`src/pdr_pkg.sv`:
```
// constants, fields and state types shared by both ends of the loop control link
// Overview of operation
// - each output phase fixed or stepped at run time
// - feedback-output step may drop lock; wait relock time
// - user selects between two reference clock sources
// - user rewrites loop settings over a bus port
// - user side provides the bus bridge master
// - settings rewrite may drop lock; wait relock time
// - two-bit select picks output, driven before step
// - direction held stable while a step issues
// - each step toggle moves phase one increment
package pdr_pkg;
    // loop geometry
    localparam int          NUM_OUT        = 4;
    localparam int          SEL_W          = 2;
    localparam int          PHASE_W        = 3;
    localparam logic [2:0]  PHASE_INIT     = 3'h0;
    localparam logic [3:0]  DYN_MASK       = 4'hF;  // outputs that accept run-time steps
    localparam logic [1:0]  FB_OUTPUT      = 2'h0;  // output used as feedback source
    // settings bus port
    localparam int          WB_AW          = 8;
    localparam int          WB_DW          = 8;
    localparam int          NUM_SET        = 4;
    localparam logic [7:0]  SET_INIT       = 8'h01;
    // timing
    localparam int          CLK_PERIOD_NS  = 10;
    localparam int          RELOCK_TIME_NS = 1000;
    localparam int          RELOCK_CYC     = (RELOCK_TIME_NS + CLK_PERIOD_NS - 1) / CLK_PERIOD_NS;
    localparam int          STEP_HOLD_CYC  = 2;
    // register offsets
    localparam logic [7:0]  OFF_CTRL       = 8'h00;
    localparam logic [7:0]  OFF_STEP       = 8'h04;
    localparam logic [7:0]  OFF_SET        = 8'h08;
    localparam logic [7:0]  OFF_STATUS     = 8'h0C;
    localparam logic [7:0]  OFF_IRQ_STAT   = 8'h10;
    localparam logic [7:0]  OFF_IRQ_MASK   = 8'h14;
    // field positions
    localparam int          CTRL_REF_BIT   = 0;
    localparam int          CTRL_SEL_LSB   = 1;
    localparam int          CTRL_DIR_BIT   = 3;
    localparam int          CTRL_W         = 4;
    localparam logic [3:0]  CTRL_INIT      = 4'h0;
    localparam int          STEP_GO_BIT    = 0;
    localparam int          SET_DAT_LSB    = 0;
    localparam int          SET_ADR_LSB    = 8;
    localparam int          SET_WE_BIT     = 16;
    localparam int          SET_BUSY_BIT   = 31;
    localparam int          STAT_LOCK_BIT  = 0;
    localparam int          STAT_STBL_BIT  = 1;
    localparam int          STAT_WB_BIT    = 2;
    localparam int          STAT_STEP_BIT  = 3;
    localparam int          IRQ_W          = 4;
    localparam int          IRQ_STEP_BIT   = 0;
    localparam int          IRQ_SET_BIT    = 1;
    localparam int          IRQ_LOST_BIT   = 2;
    localparam int          IRQ_STBL_BIT   = 3;
    localparam logic [3:0]  IRQ_INIT       = 4'h0;
    // bus answers
    localparam logic [1:0]  RESP_OKAY      = 2'h0;
    localparam logic [1:0]  RESP_SLVERR    = 2'h2;

    typedef enum logic [1:0] {ST_IDLE, ST_SETUP, ST_TOGGLE, ST_HOLD} pdr_step_state_type;
endpackage : pdr_pkg

```
`src/pdr_link_if.sv`:
```
// link between user control logic and the loop's control ports
interface pdr_link_if;
    logic [pdr_pkg::SEL_W-1:0] phase_output_select;
    logic                      phase_step_direction;
    logic                      phase_step_pulse;
    logic                      reference_clock_switch;
    logic                      wb_cyc;
    logic                      wb_stb;
    logic                      wb_we;
    logic [pdr_pkg::WB_AW-1:0] wb_adr;
    logic [pdr_pkg::WB_DW-1:0] wb_dat_w;
    logic [pdr_pkg::WB_DW-1:0] wb_dat_r;
    logic                      wb_ack;
    logic                      lock;

    modport user_end (
        output phase_output_select, phase_step_direction, phase_step_pulse, reference_clock_switch,
        output wb_cyc, wb_stb, wb_we, wb_adr, wb_dat_w,
        input  wb_dat_r, wb_ack, lock
    );
    modport pll_end (
        input  phase_output_select, phase_step_direction, phase_step_pulse, reference_clock_switch,
        input  wb_cyc, wb_stb, wb_we, wb_adr, wb_dat_w,
        output wb_dat_r, wb_ack, lock
    );
endinterface : pdr_link_if

```
`src/pdr_user_end.sv`:
```
// user control end: AXI4-Lite registers driving phase steps, reference select and settings rewrites
//
// The implementer's own choices: register access over AXI4-Lite and the register offsets.
module pdr_user_end #(
    parameter int         RELOCK_CYC = pdr_pkg::RELOCK_CYC,
    parameter logic [1:0] FB_OUTPUT  = pdr_pkg::FB_OUTPUT
) (
    // clock and reset
    input  wire logic        I_CLK,
    input  wire logic        I_RST,
    // AXI4-Lite write channels
    input  wire logic [7:0]  I_AWADDR,
    input  wire logic        I_AWVALID,
    output logic             O_AWREADY,
    input  wire logic [31:0] I_WDATA,
    input  wire logic [3:0]  I_WSTRB,
    input  wire logic        I_WVALID,
    output logic             O_WREADY,
    output logic [1:0]       O_BRESP,
    output logic             O_BVALID,
    input  wire logic        I_BREADY,
    // AXI4-Lite read channels
    input  wire logic [7:0]  I_ARADDR,
    input  wire logic        I_ARVALID,
    output logic             O_ARREADY,
    output logic [31:0]      O_RDATA,
    output logic [1:0]       O_RRESP,
    output logic             O_RVALID,
    input  wire logic        I_RREADY,
    // interrupt
    output logic             O_IRQ,
    // link to the loop
    pdr_link_if.user_end     LINK
);
    localparam int HW = $clog2(pdr_pkg::STEP_HOLD_CYC + 1);

    if (pdr_pkg::STEP_HOLD_CYC < 1) begin : g_bad_hold
        $error("pdr_user_end: STEP_HOLD_CYC must be at least 1");
    end

    // true for the offsets this block answers
    function automatic logic reg_hit(input logic [7:0] a);
        reg_hit = (a == pdr_pkg::OFF_CTRL) || (a == pdr_pkg::OFF_STEP) || (a == pdr_pkg::OFF_SET)
               || (a == pdr_pkg::OFF_STATUS) || (a == pdr_pkg::OFF_IRQ_STAT) || (a == pdr_pkg::OFF_IRQ_MASK);
    endfunction : reg_hit

    // byte-lane merge of write data into an old value
    function automatic logic [31:0] merge(input logic [31:0] old, input logic [31:0] nw, input logic [3:0] s);
        for (int b = 0; b < 4; b++) begin
            merge[b*8 +: 8] = s[b] ? nw[b*8 +: 8] : old[b*8 +: 8];
        end
    endfunction : merge

    logic [7:0]                 aw_addr_q;
    logic                       aw_got_q;
    logic [31:0]                w_data_q;
    logic [3:0]                 w_strb_q;
    logic                       w_got_q;
    logic                       bvalid_q;
    logic [1:0]                 bresp_q;
    logic                       rvalid_q;
    logic [1:0]                 rresp_q;
    logic [31:0]                rdata_q;
    logic                       wr_do;
    logic [31:0]                wr_val;
    logic [31:0]                rd_val;
    logic [3:0]                 ctrl_q;
    logic [3:0]                 irq_stat_q;
    logic [3:0]                 irq_mask_q;
    logic [3:0]                 irq_set;
    pdr_pkg::pdr_step_state_type step_q;
    logic [HW-1:0]              hold_q;
    logic [1:0]                 sel_q;
    logic                       dir_q;
    logic                       pulse_q;
    logic                       ref_q;
    logic                       step_go;
    logic                       step_done;
    logic                       wb_busy_q;
    logic                       wb_we_q;
    logic [7:0]                 wb_adr_q;
    logic [7:0]                 wb_dat_q;
    logic [7:0]                 wb_rd_q;
    logic                       wb_go;
    logic                       wb_done;
    logic                       wait_start;
    logic                       wait_busy;
    logic                       lock_last_q;
    logic                       stable_last_q;
    logic                       stable;

    // write address and data taken in either order, answered once both are held
    assign O_AWREADY = !aw_got_q && !bvalid_q;
    assign O_WREADY  = !w_got_q && !bvalid_q;
    assign wr_do     = aw_got_q && w_got_q && !bvalid_q;
    assign wr_val    = merge(32'h0000_0000, w_data_q, w_strb_q);

    always_ff @(posedge I_CLK or posedge I_RST) begin
        if (I_RST) begin
            aw_got_q  <= 1'b0;
            aw_addr_q <= 8'h00;
            w_got_q   <= 1'b0;
            w_data_q  <= 32'h0000_0000;
            w_strb_q  <= 4'h0;
            bvalid_q  <= 1'b0;
            bresp_q   <= pdr_pkg::RESP_OKAY;
        end else begin
            if (I_AWVALID && O_AWREADY) begin
                aw_got_q  <= 1'b1;
                aw_addr_q <= I_AWADDR;
            end
            if (I_WVALID && O_WREADY) begin
                w_got_q  <= 1'b1;
                w_data_q <= I_WDATA;
                w_strb_q <= I_WSTRB;
            end
            if (wr_do) begin
                aw_got_q <= 1'b0;
                w_got_q  <= 1'b0;
                bvalid_q <= 1'b1;
                bresp_q  <= reg_hit(aw_addr_q) ? pdr_pkg::RESP_OKAY : pdr_pkg::RESP_SLVERR;
            end else if (bvalid_q && I_BREADY) begin
                bvalid_q <= 1'b0;
            end
        end
    end
    assign O_BVALID = bvalid_q;
    assign O_BRESP  = bresp_q;

    // read mux of the register file
    always_comb begin
        rd_val = 32'h0000_0000;
        unique case (I_ARADDR)
            pdr_pkg::OFF_CTRL:     rd_val[3:0] = ctrl_q;
            pdr_pkg::OFF_SET: begin
                rd_val[7:0]                  = wb_rd_q;
                rd_val[pdr_pkg::SET_BUSY_BIT] = wb_busy_q;
            end
            pdr_pkg::OFF_STATUS: begin
                rd_val[pdr_pkg::STAT_LOCK_BIT] = LINK.lock;
                rd_val[pdr_pkg::STAT_STBL_BIT] = stable;
                rd_val[pdr_pkg::STAT_WB_BIT]   = wb_busy_q;
                rd_val[pdr_pkg::STAT_STEP_BIT] = (step_q != pdr_pkg::ST_IDLE);
            end
            pdr_pkg::OFF_IRQ_STAT: rd_val[3:0] = irq_stat_q;
            pdr_pkg::OFF_IRQ_MASK: rd_val[3:0] = irq_mask_q;
            default:               rd_val      = 32'h0000_0000;
        endcase
    end

    // read answer one cycle after the address is taken
    assign O_ARREADY = !rvalid_q;
    always_ff @(posedge I_CLK or posedge I_RST) begin
        if (I_RST) begin
            rvalid_q <= 1'b0;
            rresp_q  <= pdr_pkg::RESP_OKAY;
            rdata_q  <= 32'h0000_0000;
        end else if (I_ARVALID && O_ARREADY) begin
            rvalid_q <= 1'b1;
            rdata_q  <= rd_val;
            rresp_q  <= reg_hit(I_ARADDR) ? pdr_pkg::RESP_OKAY : pdr_pkg::RESP_SLVERR;
        end else if (rvalid_q && I_RREADY) begin
            rvalid_q <= 1'b0;
        end
    end
    assign O_RVALID = rvalid_q;
    assign O_RDATA  = rdata_q;
    assign O_RRESP  = rresp_q;

    // control and mask registers
    always_ff @(posedge I_CLK or posedge I_RST) begin
        if (I_RST) begin
            ctrl_q     <= pdr_pkg::CTRL_INIT;
            irq_mask_q <= pdr_pkg::IRQ_INIT;
        end else if (wr_do) begin
            if (aw_addr_q == pdr_pkg::OFF_CTRL) begin
                ctrl_q <= 4'(merge({28'h0000000, ctrl_q}, w_data_q, w_strb_q));
            end
            if (aw_addr_q == pdr_pkg::OFF_IRQ_MASK) begin
                irq_mask_q <= 4'(merge({28'h0000000, irq_mask_q}, w_data_q, w_strb_q));
            end
        end
    end

    // reference switch follows its control bit
    always_ff @(posedge I_CLK or posedge I_RST) begin
        if (I_RST) begin
            ref_q <= 1'b0;
        end else begin
            ref_q <= ctrl_q[pdr_pkg::CTRL_REF_BIT];
        end
    end

    // phase step sequence: set select and direction, toggle, then hold them
    assign step_go   = wr_do && aw_addr_q == pdr_pkg::OFF_STEP && wr_val[pdr_pkg::STEP_GO_BIT]
                     && step_q == pdr_pkg::ST_IDLE;
    assign step_done = (step_q == pdr_pkg::ST_HOLD) && (hold_q == '0);

    always_ff @(posedge I_CLK or posedge I_RST) begin
        if (I_RST) begin
            step_q  <= pdr_pkg::ST_IDLE;
            hold_q  <= '0;
            sel_q   <= 2'h0;
            dir_q   <= 1'b0;
            pulse_q <= 1'b0;
        end else begin
            unique case (step_q)
                pdr_pkg::ST_IDLE: begin
                    if (step_go) begin
                        step_q <= pdr_pkg::ST_SETUP;
                    end
                end
                pdr_pkg::ST_SETUP: begin
                    sel_q  <= ctrl_q[pdr_pkg::CTRL_SEL_LSB +: 2];
                    dir_q  <= ctrl_q[pdr_pkg::CTRL_DIR_BIT];
                    step_q <= pdr_pkg::ST_TOGGLE;
                end
                pdr_pkg::ST_TOGGLE: begin
                    pulse_q <= !pulse_q;
                    hold_q  <= HW'(pdr_pkg::STEP_HOLD_CYC - 1);
                    step_q  <= pdr_pkg::ST_HOLD;
                end
                pdr_pkg::ST_HOLD: begin
                    if (hold_q == '0) begin
                        step_q <= pdr_pkg::ST_IDLE;
                    end else begin
                        hold_q <= hold_q - HW'(1);
                    end
                end
            endcase
        end
    end

    // settings bus master: one cycle at a time, ended by acknowledge
    assign wb_go   = wr_do && aw_addr_q == pdr_pkg::OFF_SET && !wb_busy_q;
    assign wb_done = wb_busy_q && LINK.wb_ack;

    always_ff @(posedge I_CLK or posedge I_RST) begin
        if (I_RST) begin
            wb_busy_q <= 1'b0;
            wb_we_q   <= 1'b0;
            wb_adr_q  <= 8'h00;
            wb_dat_q  <= 8'h00;
            wb_rd_q   <= 8'h00;
        end else if (wb_go) begin
            wb_busy_q <= 1'b1;
            wb_we_q   <= wr_val[pdr_pkg::SET_WE_BIT];
            wb_adr_q  <= wr_val[pdr_pkg::SET_ADR_LSB +: 8];
            wb_dat_q  <= wr_val[pdr_pkg::SET_DAT_LSB +: 8];
        end else if (wb_done) begin
            wb_busy_q <= 1'b0;
            wb_rd_q   <= LINK.wb_dat_r;
        end
    end

    // link drive
    assign LINK.phase_output_select    = sel_q;
    assign LINK.phase_step_direction   = dir_q;
    assign LINK.phase_step_pulse       = pulse_q;
    assign LINK.reference_clock_switch = ref_q;
    assign LINK.wb_cyc                 = wb_busy_q;
    assign LINK.wb_stb                 = wb_busy_q;
    assign LINK.wb_we                  = wb_we_q;
    assign LINK.wb_adr                 = wb_adr_q;
    assign LINK.wb_dat_w               = wb_dat_q;

    // outputs count as stable only after the relock time since the last disturbance
    assign wait_start = (step_q == pdr_pkg::ST_TOGGLE && sel_q == FB_OUTPUT)
                      || (wb_done && wb_we_q)
                      || (ref_q != ctrl_q[pdr_pkg::CTRL_REF_BIT]);

    pdr_relock #(.CYC(RELOCK_CYC)) pdr_relock_inst (
        .i_clk   (I_CLK),
        .i_rst   (I_RST),
        .i_start (wait_start),
        .o_busy  (wait_busy)
    );
    assign stable = LINK.lock && !wait_busy;

    always_ff @(posedge I_CLK or posedge I_RST) begin
        if (I_RST) begin
            lock_last_q   <= 1'b0;
            stable_last_q <= 1'b0;
        end else begin
            lock_last_q   <= LINK.lock;
            stable_last_q <= stable;
        end
    end

    // sticky events, cleared by writing one; a new event wins over its clear
    always_comb begin
        irq_set                        = 4'h0;
        irq_set[pdr_pkg::IRQ_STEP_BIT] = step_done;
        irq_set[pdr_pkg::IRQ_SET_BIT]  = wb_done;
        irq_set[pdr_pkg::IRQ_LOST_BIT] = lock_last_q && !LINK.lock;
        irq_set[pdr_pkg::IRQ_STBL_BIT] = stable && !stable_last_q;
    end

    always_ff @(posedge I_CLK or posedge I_RST) begin
        if (I_RST) begin
            irq_stat_q <= pdr_pkg::IRQ_INIT;
        end else if (wr_do && aw_addr_q == pdr_pkg::OFF_IRQ_STAT) begin
            irq_stat_q <= (irq_stat_q & ~wr_val[3:0]) | irq_set;
        end else begin
            irq_stat_q <= irq_stat_q | irq_set;
        end
    end
    assign O_IRQ = |(irq_stat_q & irq_mask_q);
endmodule : pdr_user_end

```
`src/pdr_relock.sv`:
```
// relock wait timer: busy for a fixed number of cycles after each start
module pdr_relock #(
    parameter int CYC = pdr_pkg::RELOCK_CYC
) (
    // clock and reset
    input  wire logic i_clk,
    input  wire logic i_rst,
    // control
    input  wire logic i_start,
    output logic      o_busy
);
    localparam int CW = $clog2(CYC + 1);

    logic [CW-1:0] cnt_q;

    if (CYC < 1) begin : g_bad_cyc
        $error("pdr_relock: CYC must be at least 1");
    end

    // restart on every start, count down to zero; starts busy out of reset
    always_ff @(posedge i_clk or posedge i_rst) begin
        if (i_rst) begin
            cnt_q <= CW'(CYC);
        end else if (i_start) begin
            cnt_q <= CW'(CYC);
        end else if (cnt_q != '0) begin
            cnt_q <= cnt_q - CW'(1);
        end
    end

    assign o_busy = (cnt_q != '0);
endmodule : pdr_relock

```
`src/flat_wrapper.sv`:
```
// flat-port wrapper written by rule: the top's interface ports become plain ports
module pdr_user_end_flat 
#(
    parameter int         RELOCK_CYC = pdr_pkg::RELOCK_CYC,
    parameter logic [1:0] FB_OUTPUT  = pdr_pkg::FB_OUTPUT
)
  (I_CLK, I_RST, I_AWADDR, I_AWVALID, O_AWREADY, I_WDATA, I_WSTRB, I_WVALID, O_WREADY, O_BRESP, O_BVALID, I_BREADY, I_ARADDR, I_ARVALID, O_ARREADY, O_RDATA, O_RRESP, O_RVALID, I_RREADY, O_IRQ, LINK_phase_output_select, LINK_phase_step_direction, LINK_phase_step_pulse, LINK_reference_clock_switch, LINK_wb_cyc, LINK_wb_stb, LINK_wb_we, LINK_wb_adr, LINK_wb_dat_w, LINK_wb_dat_r, LINK_wb_ack, LINK_lock);
  pdr_link_if LINK_i ();
  input  wire logic I_CLK;
  input  wire logic I_RST;
  input  wire logic [7:0] I_AWADDR;
  input  wire logic I_AWVALID;
  output logic O_AWREADY;
  input  wire logic [31:0] I_WDATA;
  input  wire logic [3:0] I_WSTRB;
  input  wire logic I_WVALID;
  output logic O_WREADY;
  output logic [1:0] O_BRESP;
  output logic O_BVALID;
  input  wire logic I_BREADY;
  input  wire logic [7:0] I_ARADDR;
  input  wire logic I_ARVALID;
  output logic O_ARREADY;
  output logic [31:0] O_RDATA;
  output logic [1:0] O_RRESP;
  output logic O_RVALID;
  input  wire logic I_RREADY;
  output logic O_IRQ;
  output wire logic [$bits(LINK_i.phase_output_select)-1:0] LINK_phase_output_select;
  output wire logic [$bits(LINK_i.phase_step_direction)-1:0] LINK_phase_step_direction;
  output wire logic [$bits(LINK_i.phase_step_pulse)-1:0] LINK_phase_step_pulse;
  output wire logic [$bits(LINK_i.reference_clock_switch)-1:0] LINK_reference_clock_switch;
  output wire logic [$bits(LINK_i.wb_cyc)-1:0] LINK_wb_cyc;
  output wire logic [$bits(LINK_i.wb_stb)-1:0] LINK_wb_stb;
  output wire logic [$bits(LINK_i.wb_we)-1:0] LINK_wb_we;
  output wire logic [$bits(LINK_i.wb_adr)-1:0] LINK_wb_adr;
  output wire logic [$bits(LINK_i.wb_dat_w)-1:0] LINK_wb_dat_w;
  input wire logic [$bits(LINK_i.wb_dat_r)-1:0] LINK_wb_dat_r;
  input wire logic [$bits(LINK_i.wb_ack)-1:0] LINK_wb_ack;
  input wire logic [$bits(LINK_i.lock)-1:0] LINK_lock;
  assign LINK_phase_output_select = LINK_i.phase_output_select;
  assign LINK_phase_step_direction = LINK_i.phase_step_direction;
  assign LINK_phase_step_pulse = LINK_i.phase_step_pulse;
  assign LINK_reference_clock_switch = LINK_i.reference_clock_switch;
  assign LINK_wb_cyc = LINK_i.wb_cyc;
  assign LINK_wb_stb = LINK_i.wb_stb;
  assign LINK_wb_we = LINK_i.wb_we;
  assign LINK_wb_adr = LINK_i.wb_adr;
  assign LINK_wb_dat_w = LINK_i.wb_dat_w;
  assign LINK_i.wb_dat_r = LINK_wb_dat_r;
  assign LINK_i.wb_ack = LINK_wb_ack;
  assign LINK_i.lock = LINK_lock;
  pdr_user_end #(.RELOCK_CYC(RELOCK_CYC), .FB_OUTPUT(FB_OUTPUT)) u_core (.I_CLK(I_CLK), .I_RST(I_RST), .I_AWADDR(I_AWADDR), .I_AWVALID(I_AWVALID), .O_AWREADY(O_AWREADY), .I_WDATA(I_WDATA), .I_WSTRB(I_WSTRB), .I_WVALID(I_WVALID), .O_WREADY(O_WREADY), .O_BRESP(O_BRESP), .O_BVALID(O_BVALID), .I_BREADY(I_BREADY), .I_ARADDR(I_ARADDR), .I_ARVALID(I_ARVALID), .O_ARREADY(O_ARREADY), .O_RDATA(O_RDATA), .O_RRESP(O_RRESP), .O_RVALID(O_RVALID), .I_RREADY(I_RREADY), .O_IRQ(O_IRQ), .LINK(LINK_i));
endmodule
```
`config.mk`:
```
export PLATFORM = sky130hd
export DESIGN_NAME = pdr_user_end_flat
export DESIGN_NICKNAME = d
export VERILOG_FILES = /design/src/pdr_pkg.sv /design/src/pdr_link_if.sv /design/src/pdr_user_end.sv /design/src/pdr_relock.sv /design/src/flat_wrapper.sv
export SDC_FILE = /design/constraint.sdc
export NUM_CORES = 1
export LEC_CHECK = 0
export ABC_AREA = 1
export BUFFER_PORTS_ARGS = -buffer_cell sky130_fd_sc_hd__buf_2
export CORE_MARGIN = 2
export CORE_UTILIZATION = 47
export CTS_CLUSTER_DIAMETER = 150
export DETAILED_ROUTE_END_ITERATION = 10
export PLACE_DENSITY_LB_ADDON = 0.3
export SKIP_LAST_GASP = 1
export SLEW_MARGIN = 20
export SYNTH_ARGS = -nofsm -noshare
export SYNTH_HDL_FRONTEND = slang
export SYNTH_SLANG_ARGS = --single-unit
```
`constraint.sdc`:
```
create_clock -name I_CLK -period 2.65 [get_ports I_CLK]
set_input_delay 0.1325 -clock I_CLK [delete_from_list [all_inputs] [get_ports I_CLK]]
set_output_delay 0.1325 -clock I_CLK [all_outputs]
set_load 0.005 [all_outputs]
```
==> results of run 1 <==
==> per-layer routing <==
metal	track usage (%)	wire length, um	vias up
met2	32.59	4574	96
met4	5.309	91	0
met3	6.167	652	8
li1	-	-	1752
met1	22.66	4174	1685
met5	0	0	-
==> registers in the layout (all words and copies together), names as in the netlist, 2 cells and up <==
name / count
u_core.hold_q: 2
u_core.w_data_q: 17
u_core.step_q: 2
u_core.LINK.wb_adr: 8
u_core.wb_rd_q: 8
u_core.ctrl_q: 4
u_core.w_strb_q: 3
u_core.aw_addr_q: 8
u_core.irq_stat_q: 4
u_core.LINK.wb_dat_w: 8
u_core.irq_mask_q: 4
u_core.O_RDATA: 9
u_core.pdr_relock_inst.cnt_q: 7
u_core.LINK.phase_output_select: 2
==> layout make-up <==
class                           instances  area [sq um]  share of cell area [%]
Multi-Input combinational cell        324          1827                   32.14
Clock buffer                           10         127.6                   2.245
Timing Repair Buffer                  128         823.3                   14.48
Clock inverter                          6         71.32                   1.255
Tap cell                              133         166.4                   2.928
Inverter                               49         187.7                   3.302
Sequential cell                        99          2481                   43.65
==> worst register-to-register path: cells and delay by family, from the launching register on <==
family / cells / cell delay, ps
simple gates: 4 / 1070
flops: 1 / 420
compound gates: 1 / 80
==> how the worst max path moves through the flow <==
stage                                          from                               to  slack, ps
floorplan           u_core.pdr_relock_inst.cnt_q[0]  u_core.pdr_relock_inst.cnt_q[3]       1300
detailed placement              u_core.aw_addr_q[1]            u_core.LINK.wb_adr[7]        970
global placement                u_core.aw_addr_q[1]          u_core.LINK.wb_dat_w[2]       1040
global route                    u_core.aw_addr_q[1]          u_core.LINK.wb_dat_w[0]        840
finish                          u_core.aw_addr_q[1]            u_core.LINK.wb_adr[7]        980
CTS                             u_core.aw_addr_q[1]            u_core.LINK.wb_adr[7]        960
==> logic make-up (layout without fill, tap and decap cells) <==
family / count (synthesis) / count (layout)
flops: 99 / 99
compound gates: 63 / 63
mux: 29 / 29
xor+xnor: 4 / 4
fa+ha+maj: 6 / 6
buf+inv: 85 / 193
other cells: 1 / 25
simple gates: 197 / 197
==> cells in the mapped netlist, types with 5 or more instances <==
cell type | number | area (sq um)
inv_1 | 47 | 176.4
o21ai_2 | 17 | 148.9
dfrtp_1 | 96 | 2402
o21ai_0 | 21 | 105.1
mux2_4 | 9 | 135.1
a21oi_1 | 15 | 75.07
nand3_1 | 22 | 110.1
nand2_1 | 103 | 386.6
buf_4 | 26 | 195.2
mux2_2 | 20 | 225.2
buf_2 | 5 | 25.02
o21ai_1 | 6 | 30.03
ha_1 | 6 | 75.07
nor2_1 | 48 | 180.2
==> report_power, final <==
group	total, mW	internal, mW	switching (mW)	leakage (nW)
clock	0.980	0.446	0.535	0.0935
combinational	1.45	0.664	0.789	1.65
sequential	2.26	1.95	0.306	1.23
total	4.69	3.06	1.63	2.97
==> placed cells by master (no fill, tap or decap), types with 4 or more instances in the layout <==
| cell | n |
|---|---|
| nand4_1 | 4 |
| ha_1 | 6 |
| mux2_4 | 9 |
| nand2_1 | 103 |
| o21ai_1 | 6 |
| dlygate4sd3_1 | 33 |
| nor2_2 | 4 |
| dfrtp_1 | 96 |
| mux2_2 | 20 |
| nor2_1 | 48 |
| o21ai_2 | 17 |
| nor3_1 | 4 |
| inv_1 | 46 |
| conb_1 | 25 |
| clkbuf_8 | 9 |
| a21oi_1 | 15 |
| buf_2 | 93 |
| o21ai_0 | 21 |
| nand3_1 | 22 |
==> metrics by stage <==
stage	util [%]	instance area, sq um	hold slack (ps)	cells	setup slack (ps)
after floorplan	-	4765	163.9	508	1299
after global placement	52.98	5155	301.1	700	1036
after detailed placement	52.98	5155	310.1	700	969.6
after CTS	58.42	5684	10.47	749	960.4
after global routing	58.42	5684	19.20	749	837.7
final	58.42	5684	18.43	749	978.3
==> results.yml, run 1 <==
setup_path:
  slowest_delay_ps: 510
  crit_family: "simple AND/OR/NAND/NOR gates"
  r2r-start: "u_core.aw_addr_q[1]"
  cp_max_fo: 35
  r2r_slack_ps: 980
  cp.required_ps: 2890
  cp_num_buf_inv: 0
  cp_cell_sequence: "nor2_4, nand4_2, nand3b_4, nand2_1, o21ai_2"
  reg2reg_to: "u_core.LINK.wb_adr[7]"
  critPathArrivalTime_ps: 1920
  cp-start-kind: "flop"
  crit_type: "reg -> reg"
  cp_num_cells: 5
  cp_slowest_cell: "nand3b_4"
  end_kind: "flop"
  ff2ff_path_depth: 5
pwr:
  ir_drop_v: 0.0005124
  finalPower_mw: 4.690
  p_leak_nw: 2.972
  powerDensity_nw_per_um2: 825.1
logic_synthesis:
  synthCells: 484
  async_flop_share_pct: 100.0
  synth_area_sq_um: 4671
  ys_seq_area_share_pct: 53.12
  synth-xor-area-share_pct: 0.7501
  avgSynthCellArea_sq_um: 9.650
  synth-simple-area-share_pct: 18.75
  synthAdderAreaFrac_pct: 1.607
  synth_cell_types: 37
  synth_compound_area_share_pct: 8.278
  synth_top_family_by_area: "simple AND/OR/NAND/NOR gates"
  synth_warnings: 0
  synth-seq-cells: 99
  synth_edf_count: 0
  dominantRegCellSynth: "dfrtp_1"
  synthMuxAreaShare_pct: 7.715
route:
  drc: 0
  firstDrtPassIters: 4
  viasPerCell: 4.728
  drt-initial-drc-count: 139
  wl_per_cell_um: 12.67
  vias: 3541
  wirelength_um: 9492
  ant_nets: 0
global_route:
  grt_antenna_before_repair: 0
  grt_pass1_vias: 3584
  grt_max_degree: 42
  grt_overflow: 0
  grt_first_pass_wirelength_um: 16530
  track_usage_pct: 18.87
min_path:
  worstHoldStart: "I_AWADDR[5]"
  whs_path_depth: 3
  hold_end: "u_core.aw_addr_q[5]"
  min_path_type: "in -> reg"
floorplanning:
  ios: 135
  die_width_um: 103.7
  die_area_sq_um: 10750
  die_h_um: 103.7
  coreArea_sq_um: 9729
  initial_core_util_pct: 48.01
  rows: 36
clock_network:
  cts_root_buffer: "clkbuf_8"
  htreeDepth: 3
  cts.sinks: 99
  clk_pin_slew_ps: 100
  tritoncts: "yes"
  cts_made_buffers: 9
  insertion_delay_ps: 360
  cts_hold_buffers: 33
  cts_setup_buffers: 0
  ctsResizeCount: 0
  clk_path_buf_depth: 2
timing:
  rsz0062_at_grt: "no"
  slew_headroom_pct: 48.93
  finClkSkew_ps: 16.29
  hold_viol: 0
  post-route-period-util_pct: 63.08
  report.final.slew_viol_count: 0
  fmax_ghz: 0.5982
  tightest_slew_ps: 764.4
  setup_tns_ps: 0
  finalSetupViolCount: 0
  min_period_ps: 1672
place:
  dp_hpwl_um: 6836
  gp_congestion: 0.8365
  io_buffer_count: 93
final_layout:
  syn_to_final_growth_pct: 21.70
  drive_above_1_share_pct: 28.90
  num-fill-cells: 901
  final_nets: 686
  diodes: 0
run_status:
  status: "finished clean"
run:
  max_cap_viol_count: 0
Note: power is estimated with default switching activity, not from simulation.
==> run 2: changes to the inputs <==
==> constraint.sdc (replaced) <==
create_clock -name I_CLK -period 1.5 [get_ports I_CLK]
set_input_delay 0.075 -clock I_CLK [delete_from_list [all_inputs] [get_ports I_CLK]]
set_output_delay 0.075 -clock I_CLK [all_outputs]
set_load 0.005 [all_outputs]
==> results.yml, run 2 (synthesis results as in run 1) <==
place:
  placed_cells: 706
  placed_cell_area_sq_um: 5238
  io_buffer_count: 93
  dp_hpwl_um: 6846
  gp_congestion: 0.8470
floorplanning:
  ios: 135
  coreArea_sq_um: 9729
  die_width_um: 103.7
  initial_core_util_pct: 48.01
  die_area_sq_um: 10750
  die_h_um: 103.7
  rows: 36
setup_path:
  r2r_slack_ps: 80
  ff2ff_path_depth: 3
  reg2reg_to: "u_core.w_data_q[16]"
  end_kind: "flop"
  cp.required_ps: 1750
  cp-start-kind: "flop"
  cp_slowest_cell: "dfrtp_1"
  cp_cell_sequence: "nor2_2, nand2_4, mux2_4"
  slowest_delay_ps: 460
  r2r-start: "u_core.O_BVALID"
  critPathArrivalTime_ps: 1670
  crit_type: "reg -> reg"
  cp_max_fo: 26
final_layout:
  final_area_sq_um: 5869
  drive_above_1_share_pct: 30.59
  diodes: 0
  syn_to_final_growth_pct: 25.66
  layout_common_cells: "nand2_1 (101), dfrtp_1 (96), buf_2 (93)"
  regMostFlops: "u_core.w_data_q"
  layoutNonFillerInstCount: 764
  final_common_cell: "nand2_1"
  final_core_util_pct: 60.33
  final_nets: 701
  largest_reg_flops: 17
pwr:
  p_leak_nw: 3.052
  power_switching_share_pct: 35.31
  powerDensity_nw_per_um2: 1423
  ir_drop_v: 0.0009042
  pwr-share-comb_pct: 32.7
  p_seq_share_pct: 47.6
  clkPwrFrac_pct: 19.6
  switchingPower_mw: 2.950
  p_int_mw: 5.404
timing:
  min_period_ps: 1417
  tightest_slew_ps: 520.0
  rsz0062_at_grt: "yes"
  setup_tns_ps: 0
  fmax_ghz: 0.7056
  finalSetupViolCount: 0
  finClkSkew_ps: 15.26
  post-route-period-util_pct: 94.48
  report.final.slew_viol_count: 0
  slew_headroom_pct: 65.26
  hold_slack_ps: 124.9
  hold_viol: 0
run:
  max_cap_viol_count: 0
global_route:
  busiest_layer: "met2"
  grt_first_pass_wirelength_um: 16550
  grt_use_met1_pct: 24.13
  grt_use_met2_pct: 31.69
  grt_pass1_vias: 3536
  grt_max_degree: 35
  grt_antenna_before_repair: 0
  gr-usage-met3_pct: 4.972
  grt_overflow: 0
  track_usage_pct: 18.96
route:
  drc: 0
  viasPerCell: 4.716
  ant_nets: 0
  wl_per_cell_um: 12.62
  wirelength_um: 9642
  drt-initial-drc-count: 135
  firstDrtPassIters: 4
  vias: 3603
clock_network:
  clk_path_buf_depth: 2
  insertion_delay_ps: 370
  cts.sinks: 99
  clk_pin_slew_ps: 110
  cts_root_buffer: "clkbuf_8"
  htreeDepth: 3
  cts_made_buffers: 9
  tritoncts: "yes"
min_path:
  whs_path_depth: 5
  hold_end: "u_core.O_RRESP[1]"
  worstHoldStart: "I_ARADDR[1]"
  min_path_type: "in -> reg"
run_status:
  status: "finished clean"
## run 2: cell count changes in the layout (fill, tap and decap cells not counted), moves of 2 or more
cell,previous run,this run
buf_12,1,4
nand2_2,3,5
buf_4,1,5
inv_2,2,5
inv_1,46,43
nand2_1,103,101
dlygate4sd3_1,33,41
## run 2: area by class of cell
type                    count  area (sq um)
fillers                   866          3860
flip-flops and latches     99          2481
multi-input cells         324          1854
repair buffers            143         993.5
inverters                  49         187.7
well taps                 133         166.4
clock buffers              11         141.4
clock inverters             5         45.04
## run 2: power groups by stage
stage,Clock [mW],Combinational [mW],Sequential (mW)
floorplan,0,2.03,3.87
global placement,0,2.48,3.99
detailed placement,0,2.58,4.03
CTS,1.70,2.68,3.98
global route,1.80,3.11,4.09
finish,1.64,2.73,3.98
## run 2: critical path: cells and delay by family, from the launching register on
kind | cells | cell delay, ps
flip-flops | 1 | 460
multiplexers | 1 | 370
AND/OR/NAND/NOR | 2 | 460
## run 2: worst max-delay path by stage
stage / from / end / slack [ps]
global placement: u_core.pdr_relock_inst.cnt_q[0] / u_core.pdr_relock_inst.cnt_q[3] / 90
finish: u_core.O_BVALID / u_core.w_data_q[16] / 80
CTS: u_core.pdr_relock_inst.cnt_q[0] / u_core.pdr_relock_inst.cnt_q[3] / 4
floorplan: u_core.pdr_relock_inst.cnt_q[0] / u_core.pdr_relock_inst.cnt_q[3] / 150
detailed placement: u_core.pdr_relock_inst.cnt_q[0] / u_core.pdr_relock_inst.cnt_q[3] / 50
global route: u_core.O_BVALID / u_core.irq_stat_q[3] / -30
## run 2: layer usage
metal	up-vias	wire [um]
met5	-	0
met4	0	116
met3	9	532
met2	103	4637
met1	1705	4355
li1	1786	-
## run 2: what timing repair did
action / in CTS / in global routing
endpoints found under the hold margin: 57 / 0
setup buffers: 0 / 1
hold buffers: 41 / 0
gates resized for setup: 0 / 11
setup endpoints to repair: 0 / 13
## run 2: metrics by stage
step / power (mW) / setup slack (ps)
after floorplan: 5.896 / 149.2
after global placement: 6.477 / 87.25
after detailed placement: 6.608 / 46.93
after CTS: 8.347 / 4.385
after global routing: 8.991 / -30.87
final: 8.355 / 82.75
